<file path="src/verilog/mwic_defines.svh">
// Constants for the configuration write and impedance calibration block.
`ifndef MWIC_DEFINES_SVH
`define MWIC_DEFINES_SVH

// ==========================================================================
// Clock and timing
// ==========================================================================
`define MWIC_CLK_NS          4
// Least times round up to whole cycles.
`define MWIC_CYC(ns)         12'(((ns) + `MWIC_CLK_NS - 1) / `MWIC_CLK_NS)
`define MWIC_CFG_WRITE_CYC   12'h005
`define MWIC_RESET_WAIT_NS   1000
`define MWIC_INIT_CAL_NS     1000
`define MWIC_LONG_CAL_NS     360
`define MWIC_SHORT_CAL_NS    90
`define MWIC_DFLT_CAL_NS     50
`define MWIC_SHORT_EVERY_CYC 100000

// ==========================================================================
// Command/address field positions
// ==========================================================================
`define MWIC_OPC_HI          3
`define MWIC_RADDR_HI        9
`define MWIC_RADDR_LO        4
`define MWIC_FADDR_HI        1
`define MWIC_DATA_HI         9
`define MWIC_DATA_LO         2
`define MWIC_NOP_CODE        3'h7

// ==========================================================================
// Addresses, codes and reset values
// ==========================================================================
`define MWIC_SOFT_RESET_ADDR 8'h3f
`define MWIC_CAL_REG_ADDR    8'h0a
`define MWIC_NUM_REGS        64
`define MWIC_RO_MASK         64'h0000_0000_0000_01f1
`define MWIC_REG_DEFAULT     8'h00
`define MWIC_CODE_INIT       8'h01
`define MWIC_CODE_DFLT       8'h02
`define MWIC_CODE_LONG       8'h03
`define MWIC_CODE_SHORT      8'h04

`endif

</file>
<file path="src/verilog/mwic_pkg.sv">
// Types and shared helpers for the configuration write block.
`include "mwic_defines.svh"

package mwic_pkg;

  // ========================================================================
  // Types
  // ========================================================================
  typedef enum logic [2:0] {
    CAL_NONE  = 3'b000,
    CAL_INIT  = 3'b001,
    CAL_DFLT  = 3'b010,
    CAL_LONG  = 3'b011,
    CAL_SHORT = 3'b100
  } mwic_cal_t;

  typedef enum logic [1:0] {
    DEV_IDLE      = 2'b00,
    DEV_CFG_WAIT  = 2'b01,
    DEV_CAL       = 2'b10,
    DEV_RESETTING = 2'b11
  } mwic_dev_state_t;

  typedef enum logic [0:0] {
    HOST_IDLE = 1'b0,
    HOST_WAIT = 1'b1
  } mwic_host_state_t;

  // ========================================================================
  // Helpers
  // ========================================================================
  // Maps a write to the calibration register onto an operation.
  function automatic mwic_cal_t mwicCalKind(input logic [7:0] addr,
                                            input logic [7:0] data,
                                            input logic [7:0] cInit,
                                            input logic [7:0] cDflt,
                                            input logic [7:0] cLong,
                                            input logic [7:0] cShort);
    mwic_cal_t k;
    k = CAL_NONE;
    if (addr == `MWIC_CAL_REG_ADDR) begin
      if (data == cInit) k = CAL_INIT;
      else if (data == cDflt) k = CAL_DFLT;
      else if (data == cLong) k = CAL_LONG;
      else if (data == cShort) k = CAL_SHORT;
    end
    return k;
  endfunction

  // Cycles from the command edge until the next command may be taken.
  function automatic logic [11:0] mwicWaitCycles(input logic [7:0] addr,
                                                 input mwic_cal_t kind);
    logic [11:0] n;
    n = `MWIC_CFG_WRITE_CYC;
    case (kind)
      CAL_INIT:  n = `MWIC_CYC(`MWIC_INIT_CAL_NS);
      CAL_DFLT:  n = `MWIC_CYC(`MWIC_DFLT_CAL_NS);
      CAL_LONG:  n = `MWIC_CYC(`MWIC_LONG_CAL_NS);
      CAL_SHORT: n = `MWIC_CYC(`MWIC_SHORT_CAL_NS);
      default:   n = `MWIC_CFG_WRITE_CYC;
    endcase
    if (addr == `MWIC_SOFT_RESET_ADDR) n = `MWIC_CYC(`MWIC_RESET_WAIT_NS);
    return n;
  endfunction

endpackage

</file>
<file path="src/verilog/mwic_ca_if.sv">
// Command/address link between the memory controller and the memory device.
interface mwic_ca_if;
  logic       csN;     // Chip select, active low.
  logic       cke;     // Clock gate, high while running.
  logic [9:0] caRise;  // Lines sampled at the rising edge.
  logic [9:0] caFall;  // Lines sampled at the falling edge.

  modport dev (input csN, input cke, input caRise, input caFall);
  modport host (output csN, output cke, output caRise, output caFall);
endinterface

</file>
<file path="src/verilog/mwic_device.sv">
// Memory device end: configuration register writes, soft reset, calibration.
`include "mwic_defines.svh"
//
// Behaviour
// - Write recognised: select low, lines 3..0 low.
// - Address is falling 1..0 over rising 9..4.
// - Stored byte comes from falling lines 9..2.
// - Controller sends only no-ops during write period.
// - Writes to read-only registers change nothing.
// - Controller writes only with all banks precharged.
// - Address 63 soft-resets and restores register defaults.
// - Controller soft-resets only from idle.
// - Controller waits reset period, then boot timings.
// - Array contents undefined after soft reset.
// - Register 10 selects one of four calibrations.
// - Controller runs initial calibration; long recalibrates.
// - Controller should run short calibrations periodically.
// - Calibration only while idle, banks precharged.
// - Data bus quiet during non-default calibrations.
// - Clock gate high, only no-ops during calibration.
// - Shared reference: no overlapping non-default calibrations.
// - Reference pin current off after calibration.
// - Reference tied to supply: ignore calibration.
module mwic_device
  import mwic_pkg::*;
#(
  parameter logic [7:0] CODE_INIT  = `MWIC_CODE_INIT,   // Initial calibration code.
  parameter logic [7:0] CODE_DFLT  = `MWIC_CODE_DFLT,   // Reset-to-default code.
  parameter logic [7:0] CODE_LONG  = `MWIC_CODE_LONG,   // Long calibration code.
  parameter logic [7:0] CODE_SHORT = `MWIC_CODE_SHORT   // Short calibration code.
) (
  input  wire logic       clk,               // 250 MHz clock.
  input  wire logic       reset,             // Synchronous, active high.
  mwic_ca_if.dev          ca,                // Command/address link.
  input  wire logic       zqTiedToSupply,    // Reference pin strapped to the core rail.
  input  wire logic [5:0] rdAddr,            // Register to show on rdData.
  output logic      [7:0] rdData,            // Registered register contents.
  output logic            busy,              // Any write, reset or calibration period.
  output logic            calActive,         // A calibration period is running.
  output mwic_cal_t       calKind,           // Calibration now running.
  output logic            zqCurrentOn,       // Reference pin current path enabled.
  output logic            driverCalibrated,  // Drivers hold a calibrated setting.
  output logic            arrayLost,         // Pulse: array contents now undefined.
  output logic            cmdViolation       // Pulse: non-no-op during a busy period.
);

  // ========================================================================
  // Strap synchroniser
  // ========================================================================
  logic zqMeta_q;
  logic zqTied_q;

  // The strap is a board level, so it is treated as asynchronous.
  always_ff @(posedge clk) begin
    if (reset) begin
      zqMeta_q <= 1'b0;
      zqTied_q <= 1'b0;
    end else begin
      zqMeta_q <= zqTiedToSupply;
      zqTied_q <= zqMeta_q;
    end
  end

  // ========================================================================
  // Command decode
  // ========================================================================
  logic      isWrite;
  logic      isNop;
  logic [7:0] wrAddr;
  logic [7:0] wrData;
  mwic_cal_t reqCal;
  mwic_dev_state_t state_q;
  mwic_dev_state_t state_d;
  logic      accept;
  logic      softReset;
  logic      regWritable;

  // Deselect or the no-op opcode both count as a no-op.
  assign isNop = ca.csN | (ca.caRise[2:0] == `MWIC_NOP_CODE);
  assign isWrite = ~ca.csN & (ca.caRise[`MWIC_OPC_HI:0] == 4'h0);
  assign wrAddr = {ca.caFall[`MWIC_FADDR_HI:0],
                   ca.caRise[`MWIC_RADDR_HI:`MWIC_RADDR_LO]};
  assign wrData = ca.caFall[`MWIC_DATA_HI:`MWIC_DATA_LO];

  // A write is only honoured from idle; the controller keeps the gaps.
  assign accept = isWrite & (state_q == DEV_IDLE);
  assign softReset = accept & (wrAddr == `MWIC_SOFT_RESET_ADDR);

  // Unknown codes and a strapped reference both fall back to no calibration.
  always_comb begin
    reqCal = mwicCalKind(wrAddr, wrData, CODE_INIT, CODE_DFLT,
                         CODE_LONG, CODE_SHORT);
    if (zqTied_q) begin
      reqCal = CAL_NONE;
    end
  end

  // Only registers inside the file and not marked read-only take data.
  localparam logic [63:0] roMask = `MWIC_RO_MASK;
  assign regWritable = (wrAddr[7:6] == 2'b00) & ~roMask[wrAddr[5:0]];

  // ========================================================================
  // Period sequencer
  // ========================================================================
  logic [11:0] cnt_q;
  logic [11:0] cnt_d;
  logic [11:0] waitCyc;
  mwic_cal_t   kind_q;
  mwic_cal_t   kind_d;

  assign waitCyc = mwicWaitCycles(wrAddr, reqCal);

  // The command edge itself is cycle zero, so the counter holds one less.
  always_comb begin
    state_d = state_q;
    cnt_d = cnt_q;
    kind_d = kind_q;
    case (state_q)
      DEV_IDLE: begin
        if (accept && (waitCyc > 12'h001)) begin
          cnt_d = waitCyc - 12'h001;
          kind_d = reqCal;
          if (softReset) begin
            state_d = DEV_RESETTING;
          end else if (reqCal != CAL_NONE) begin
            state_d = DEV_CAL;
          end else begin
            state_d = DEV_CFG_WAIT;
          end
        end
      end
      DEV_CFG_WAIT, DEV_CAL, DEV_RESETTING: begin
        if (cnt_q == 12'h001) begin
          state_d = DEV_IDLE;
          kind_d = CAL_NONE;
          cnt_d = 12'h000;
        end else begin
          cnt_d = cnt_q - 12'h001;
        end
      end
      default: begin
        state_d = DEV_IDLE;
        kind_d = CAL_NONE;
        cnt_d = 12'h000;
      end
    endcase
  end

  // State, count and running operation.
  always_ff @(posedge clk) begin
    if (reset) begin
      state_q <= DEV_IDLE;
      cnt_q <= 12'h000;
      kind_q <= CAL_NONE;
    end else begin
      state_q <= state_d;
      cnt_q <= cnt_d;
      kind_q <= kind_d;
    end
  end

  // ========================================================================
  // Configuration register file
  // ========================================================================
  logic [7:0] regs_q [`MWIC_NUM_REGS];

  // Soft reset outranks the write that carries it: all return to default.
  always_ff @(posedge clk) begin
    if (reset || softReset) begin
      for (int i = 0; i < `MWIC_NUM_REGS; i++) begin
        regs_q[i] <= `MWIC_REG_DEFAULT;
      end
    end else if (accept && regWritable) begin
      regs_q[wrAddr[5:0]] <= wrData;
    end
  end

  // Readback is registered so the user side sees a clean flop output.
  always_ff @(posedge clk) begin
    if (reset) begin
      rdData <= 8'h00;
    end else begin
      rdData <= regs_q[rdAddr];
    end
  end

  // ========================================================================
  // Calibration and driver status
  // ========================================================================
  logic calDone;

  assign calDone = (state_q == DEV_CAL) & (cnt_q == 12'h001);

  // Drivers count as calibrated after a full calibration; a default
  // calibration or a soft reset puts them back on the default setting.
  always_ff @(posedge clk) begin
    if (reset || softReset || zqTied_q) begin
      driverCalibrated <= 1'b0;
    end else if (calDone) begin
      driverCalibrated <= (kind_q != CAL_DFLT);
    end
  end

  // The reference current flows only inside a calibration period.
  always_ff @(posedge clk) begin
    if (reset) begin
      zqCurrentOn <= 1'b0;
    end else if (state_d == DEV_CAL) begin
      zqCurrentOn <= 1'b1;
    end else begin
      zqCurrentOn <= 1'b0;
    end
  end

  // ========================================================================
  // Event pulses
  // ========================================================================
  // The array is not cleared; the pulse only tells the user to stop
  // trusting it, which is cheaper than a full scrub.
  always_ff @(posedge clk) begin
    if (reset) begin
      arrayLost <= 1'b0;
      cmdViolation <= 1'b0;
    end else begin
      arrayLost <= softReset;
      cmdViolation <= (state_q != DEV_IDLE) & ~isNop;
    end
  end

  // Status views of the sequencer state.
  assign busy = (state_q != DEV_IDLE);
  assign calActive = (state_q == DEV_CAL);
  assign calKind = kind_q;

endmodule

</file>
<file path="src/flat_wrapper.sv">
// flat-port wrapper written by rule: the top's interface ports become plain ports
module mwic_device_flat import mwic_pkg::*;
#(
  parameter logic [7:0] CODE_INIT  = `MWIC_CODE_INIT,                               
  parameter logic [7:0] CODE_DFLT  = `MWIC_CODE_DFLT,                            
  parameter logic [7:0] CODE_LONG  = `MWIC_CODE_LONG,                            
  parameter logic [7:0] CODE_SHORT = `MWIC_CODE_SHORT                             
)
  (clk, reset, zqTiedToSupply, rdAddr, rdData, busy, calActive, calKind, zqCurrentOn, driverCalibrated, arrayLost, cmdViolation, ca_csN, ca_cke, ca_caRise, ca_caFall);
  mwic_ca_if ca_i ();
  input  wire logic clk;
  input  wire logic reset;
  input  wire logic zqTiedToSupply;
  input  wire logic [5:0] rdAddr;
  output logic      [7:0] rdData;
  output logic busy;
  output logic calActive;
  output mwic_cal_t calKind;
  output logic zqCurrentOn;
  output logic driverCalibrated;
  output logic arrayLost;
  output logic cmdViolation;
  input wire logic [$bits(ca_i.csN)-1:0] ca_csN;
  input wire logic [$bits(ca_i.cke)-1:0] ca_cke;
  input wire logic [$bits(ca_i.caRise)-1:0] ca_caRise;
  input wire logic [$bits(ca_i.caFall)-1:0] ca_caFall;
  assign ca_i.csN = ca_csN;
  assign ca_i.cke = ca_cke;
  assign ca_i.caRise = ca_caRise;
  assign ca_i.caFall = ca_caFall;
  mwic_device #(.CODE_INIT(CODE_INIT), .CODE_DFLT(CODE_DFLT), .CODE_LONG(CODE_LONG), .CODE_SHORT(CODE_SHORT)) u_core (.clk(clk), .reset(reset), .ca(ca_i), .zqTiedToSupply(zqTiedToSupply), .rdAddr(rdAddr), .rdData(rdData), .busy(busy), .calActive(calActive), .calKind(calKind), .zqCurrentOn(zqCurrentOn), .driverCalibrated(driverCalibrated), .arrayLost(arrayLost), .cmdViolation(cmdViolation));
endmodule
</file>
<file path="config.mk">
export PLATFORM = sky130hd
export DESIGN_NAME = mwic_device_flat
export DESIGN_NICKNAME = d
export VERILOG_FILES = /design/src/verilog/mwic_pkg.sv /design/src/verilog/mwic_ca_if.sv /design/src/verilog/mwic_device.sv /design/src/flat_wrapper.sv
export VERILOG_INCLUDE_DIRS = /design/src /design/src/verilog
export SDC_FILE = /design/constraint.sdc
export NUM_CORES = 1
export LEC_CHECK = 0
export ABC_AREA = 1
export BUFFER_PORTS_ARGS = -buffer_cell sky130_fd_sc_hd__clkbuf_2
export CORE_MARGIN = 2
export CORE_UTILIZATION = 60
export CTS_BUF_LIST = sky130_fd_sc_hd__clkbuf_16
export CTS_CLUSTER_DIAMETER = 40
export DETAILED_ROUTE_END_ITERATION = 10
export PLACE_DENSITY = 0.77
export SLEW_MARGIN = 20
export SYNTH_ARGS = -nofsm -noshare
export SYNTH_HDL_FRONTEND = slang
export SYNTH_SLANG_ARGS = --single-unit
</file>
<file path="constraint.sdc">
create_clock -name clk -period 3.6 [get_ports clk]
set_clock_uncertainty 0.05 [all_clocks]
set_input_delay 1.08 -clock clk [delete_from_list [all_inputs] [get_ports clk]]
set_output_delay 1.08 -clock clk [all_outputs]
set_load 0.02 [all_outputs]
</file>
==> run_results.csv <==
group,metric,value,unit
status,run_status,"complete, but fails checks",
status,violations,"design-rule violations",
synthesis,yosysSeqAreaShare,0.640,
detailed_routing,routed_via_density,5.90,
synthesis,synthFlopType,"edfxtp_1",
critical_path,worstPathMaxFanout,25,
synthesis,synthArstFlopShare,0,
placed_design,dp_slack,0.0348,ns
synthesis,yosysUniqueCellTypes,35,
sta,clock.fmax,0.329,GHz
die,rows,74,
clocking,cts_resized,0,
power,ir_worst_vdd,0.433,mV
detailed_routing,ant_nets,0,
flow_run,drv_cap,0,
die,initial_core_util,0.609,
worst_hold_path,hold_class,"flip-flop to flip-flop",
sta,setup_violations,0,
clocking,cts_hold_buf,0,
clocking,insertion_delay,0.58,ns
critical_path,worstSetupPathType,"input port to flip-flop",
placed_design,portBuffers,46,
placed_design,hpwl,40700,um
sta,worst_hold_slack,0.383,ns
sta,slew_headroom,0.344,
placed_design,globalplace.congestion,1.00,
critical_path,cp.arrival,3.24,ns
cells_and_area,area_growth,14.4,%
critical_path,critPathLaunchType,"input port",
critical_path,cp-startpoint,"ca_caRise[0]",
synthesis,synth_edf_count,512,
sta,final_max_slew_viol_count,0,
sta,tns,0,ns
clocking,cts_sinks,543,
power,p_leak,12.1,nW
sta,period_needed,3.04,ns
detailed_routing,firstDrtPassIters,11,
cells_and_area,fillers,2934,
power,power_density,526,nW/um^2
die,dieArea,43300,um^2
detailed_routing,drt-initial-drc-count,2802,
die,ios,48,
synthesis,ys_warn_count,0,
clocking,clk_pin_slew,0.06,ns
global_routing,grt_max_degree,81,
detailed_routing,wire_per_inst,20.0,um
sta,fin_crit_sh,0.844,
clocking,clockBufferDepth,3,
die,fp.dieH,208,um
sta,final.setup.worst_slack,0.563,ns
cells_and_area,final_common_cell,"nand2_1",
clocking,cts_tree,"built",
cells_and_area,layout-drive-gt1-share,0.123,
clocking,numCtsBuffers,67,
critical_path,r2r-start,"u_core.state_q[1]$_SDFF_PP0_",
cells_and_area,most-common-layout-cells,"nand2_1 (744), edfxtp_1 (512), nor2_1 (492)",
die,dieWidth,208,um
global_routing,grt_pass1_wl,101000,um
detailed_routing,drc,1,
global_routing,grt_pass1_vias,18500,
synthesis,ys_seq_elements,543,
clocking,postCtsSetupBuffers,0,
sta,rsz0062_at_grt,"false",
global_routing,gr-total-overflow,0,
clocking,cts_max_level,3,
synthesis,syn_area,25000,um^2
worst_hold_path,hold_start,"u_core.zqTied_q$_SDFF_PP0_",
synthesis,synth_area_per_cell,9.60,um^2
clocking,cts-root-buf,"clkbuf_16",
detailed_routing,via_count,19300,
global_routing,gr-usage-all-layers,0.304,
die,core_area,41000,um^2
sta,worst_pin_slew,0.983,ns
sta,hold_viol_final,0,
synthesis,synthCells,2603,
critical_path,end_kind,"flip-flop",
critical_path,cp.required,3.80,ns
cells_and_area,finalNetCount,2725,
detailed_routing,routed_wl,65500,um
global_routing,antenna_found_initial,2,
-- per-stage QoR --
step,cell area (um^2),power [mW],util,std cells
2_1_floorplan,25200,8.04,-,2658
3_3_place_gp,26400,8.44,0.643,3153
3_5_place_dp,26400,8.48,0.643,3153
4_1_cts,28600,15.1,0.697,3271
5_1_grt,28600,15.4,0.697,3272
6_report,28600,15.0,0.697,3272
-- Yosys cell counts, types with 4 or more instances --
library cell / number / area [um^2]
nand2_2: 19 / 119
clkbuf_1: 142 / 533
ha_1: 4 / 50.1
inv_1: 47 / 176
dfxtp_1: 31 / 621
inv_2: 6 / 22.5
o21ai_0: 14 / 70.1
nor2_1: 492 / 1850
nand4_2: 21 / 263
edfxtp_1: 512 / 15400
nor3_2: 7 / 70.1
nand4_1: 9 / 56.3
nand2_4: 15 / 169
nor2_2: 5 / 31.3
nand2_1: 744 / 2790
xor2_1: 7 / 61.3
nor2_8: 4 / 80.1
buf_1: 28 / 105
a21oi_1: 25 / 125
nand3_1: 447 / 2240
-- sequential cells by signal, summed over array words and instances, names as in the netlist --
name and flops:
u_core.calKind 3, u_core.arrayLost 1, u_core.zqTied_q 1, u_core.zqMeta_q 1, u_core.cnt_q 12, u_core.driverCalibrated 1
u_core.zqCurrentOn 1, u_core.cmdViolation 1, u_core.state_q 2, u_core.rdData 8, u_core.regs_q 512
-- worst max-delay path, stage by stage --
cell and delay, ns:
clkbuf_2 0.09, nor2_1 0.09, nand3_1 0.15, nor2_4 0.20, nand2_1 0.12, nor3_4 0.29, buf_4 0.51, nand4_2 0.32
nand2_1 0.37
-- cell type report --
| class | count | area, um^2 | share of cell area |
|---|---|---|---|
| diodes | 1 | 2.50 | 0.0000875 |
| clock buffers | 71 | 1780 | 0.0621 |
| clock inverters | 47 | 439 | 0.0154 |
| inverters | 55 | 218 | 0.00761 |
| multi-input cells | 1884 | 8310 | 0.291 |
| flip-flops and latches | 543 | 16000 | 0.559 |
| well taps | 532 | 666 | 0.0233 |
| repair buffers | 139 | 1190 | 0.0415 |
-- routing by layer --
layer,up-vias,share of wire,GRT usage,wire [um]
met1,9109,0.37,0.399,24300
met2,1138,0.49,0.508,31800
met4,2,0.038,0.131,2480
met5,-,0.00017,0,11
li1,8885,-,-,-
met3,176,0.11,0.0454,6950
-- where the power goes --
part / switching (mW) / internal, mW
logic: 0.864 / 0.303
clock network: 2.63 / 4.03
registers: 0.0766 / 7.14
-- logic make-up (layout without fill, tap and decap cells) --
kind of cell	after synthesis	after routing	share of synthesized area
flip-flops	543	543	0.640
AO/OA/AOI/OAI	43	43	0.00886
AND/OR/NAND/NOR	1771	1771	0.310
XOR/XNOR	10	10	0.00350
other	1	57	0.000150
buffers and inverters	231	312	0.0359
adder cells (fa/ha/maj)	4	4	0.00200
-- path summary, 6_finish.rpt --
check / to / slack [ns] / depth (start not counted)
max reg2reg: u_core.regs_q[32][3]$_SDFFCE_PN0P_ / 0.74 / 8
max: u_core.regs_q[32][3]$_SDFFCE_PN0P_ / 0.56 / 9
min reg2reg: u_core.driverCalibrated$_SDFFE_PP0P_ / 0.38 / 1
min: u_core.driverCalibrated$_SDFFE_PP0P_ / 0.38 / 1
(Power assumes the default switching activity.)
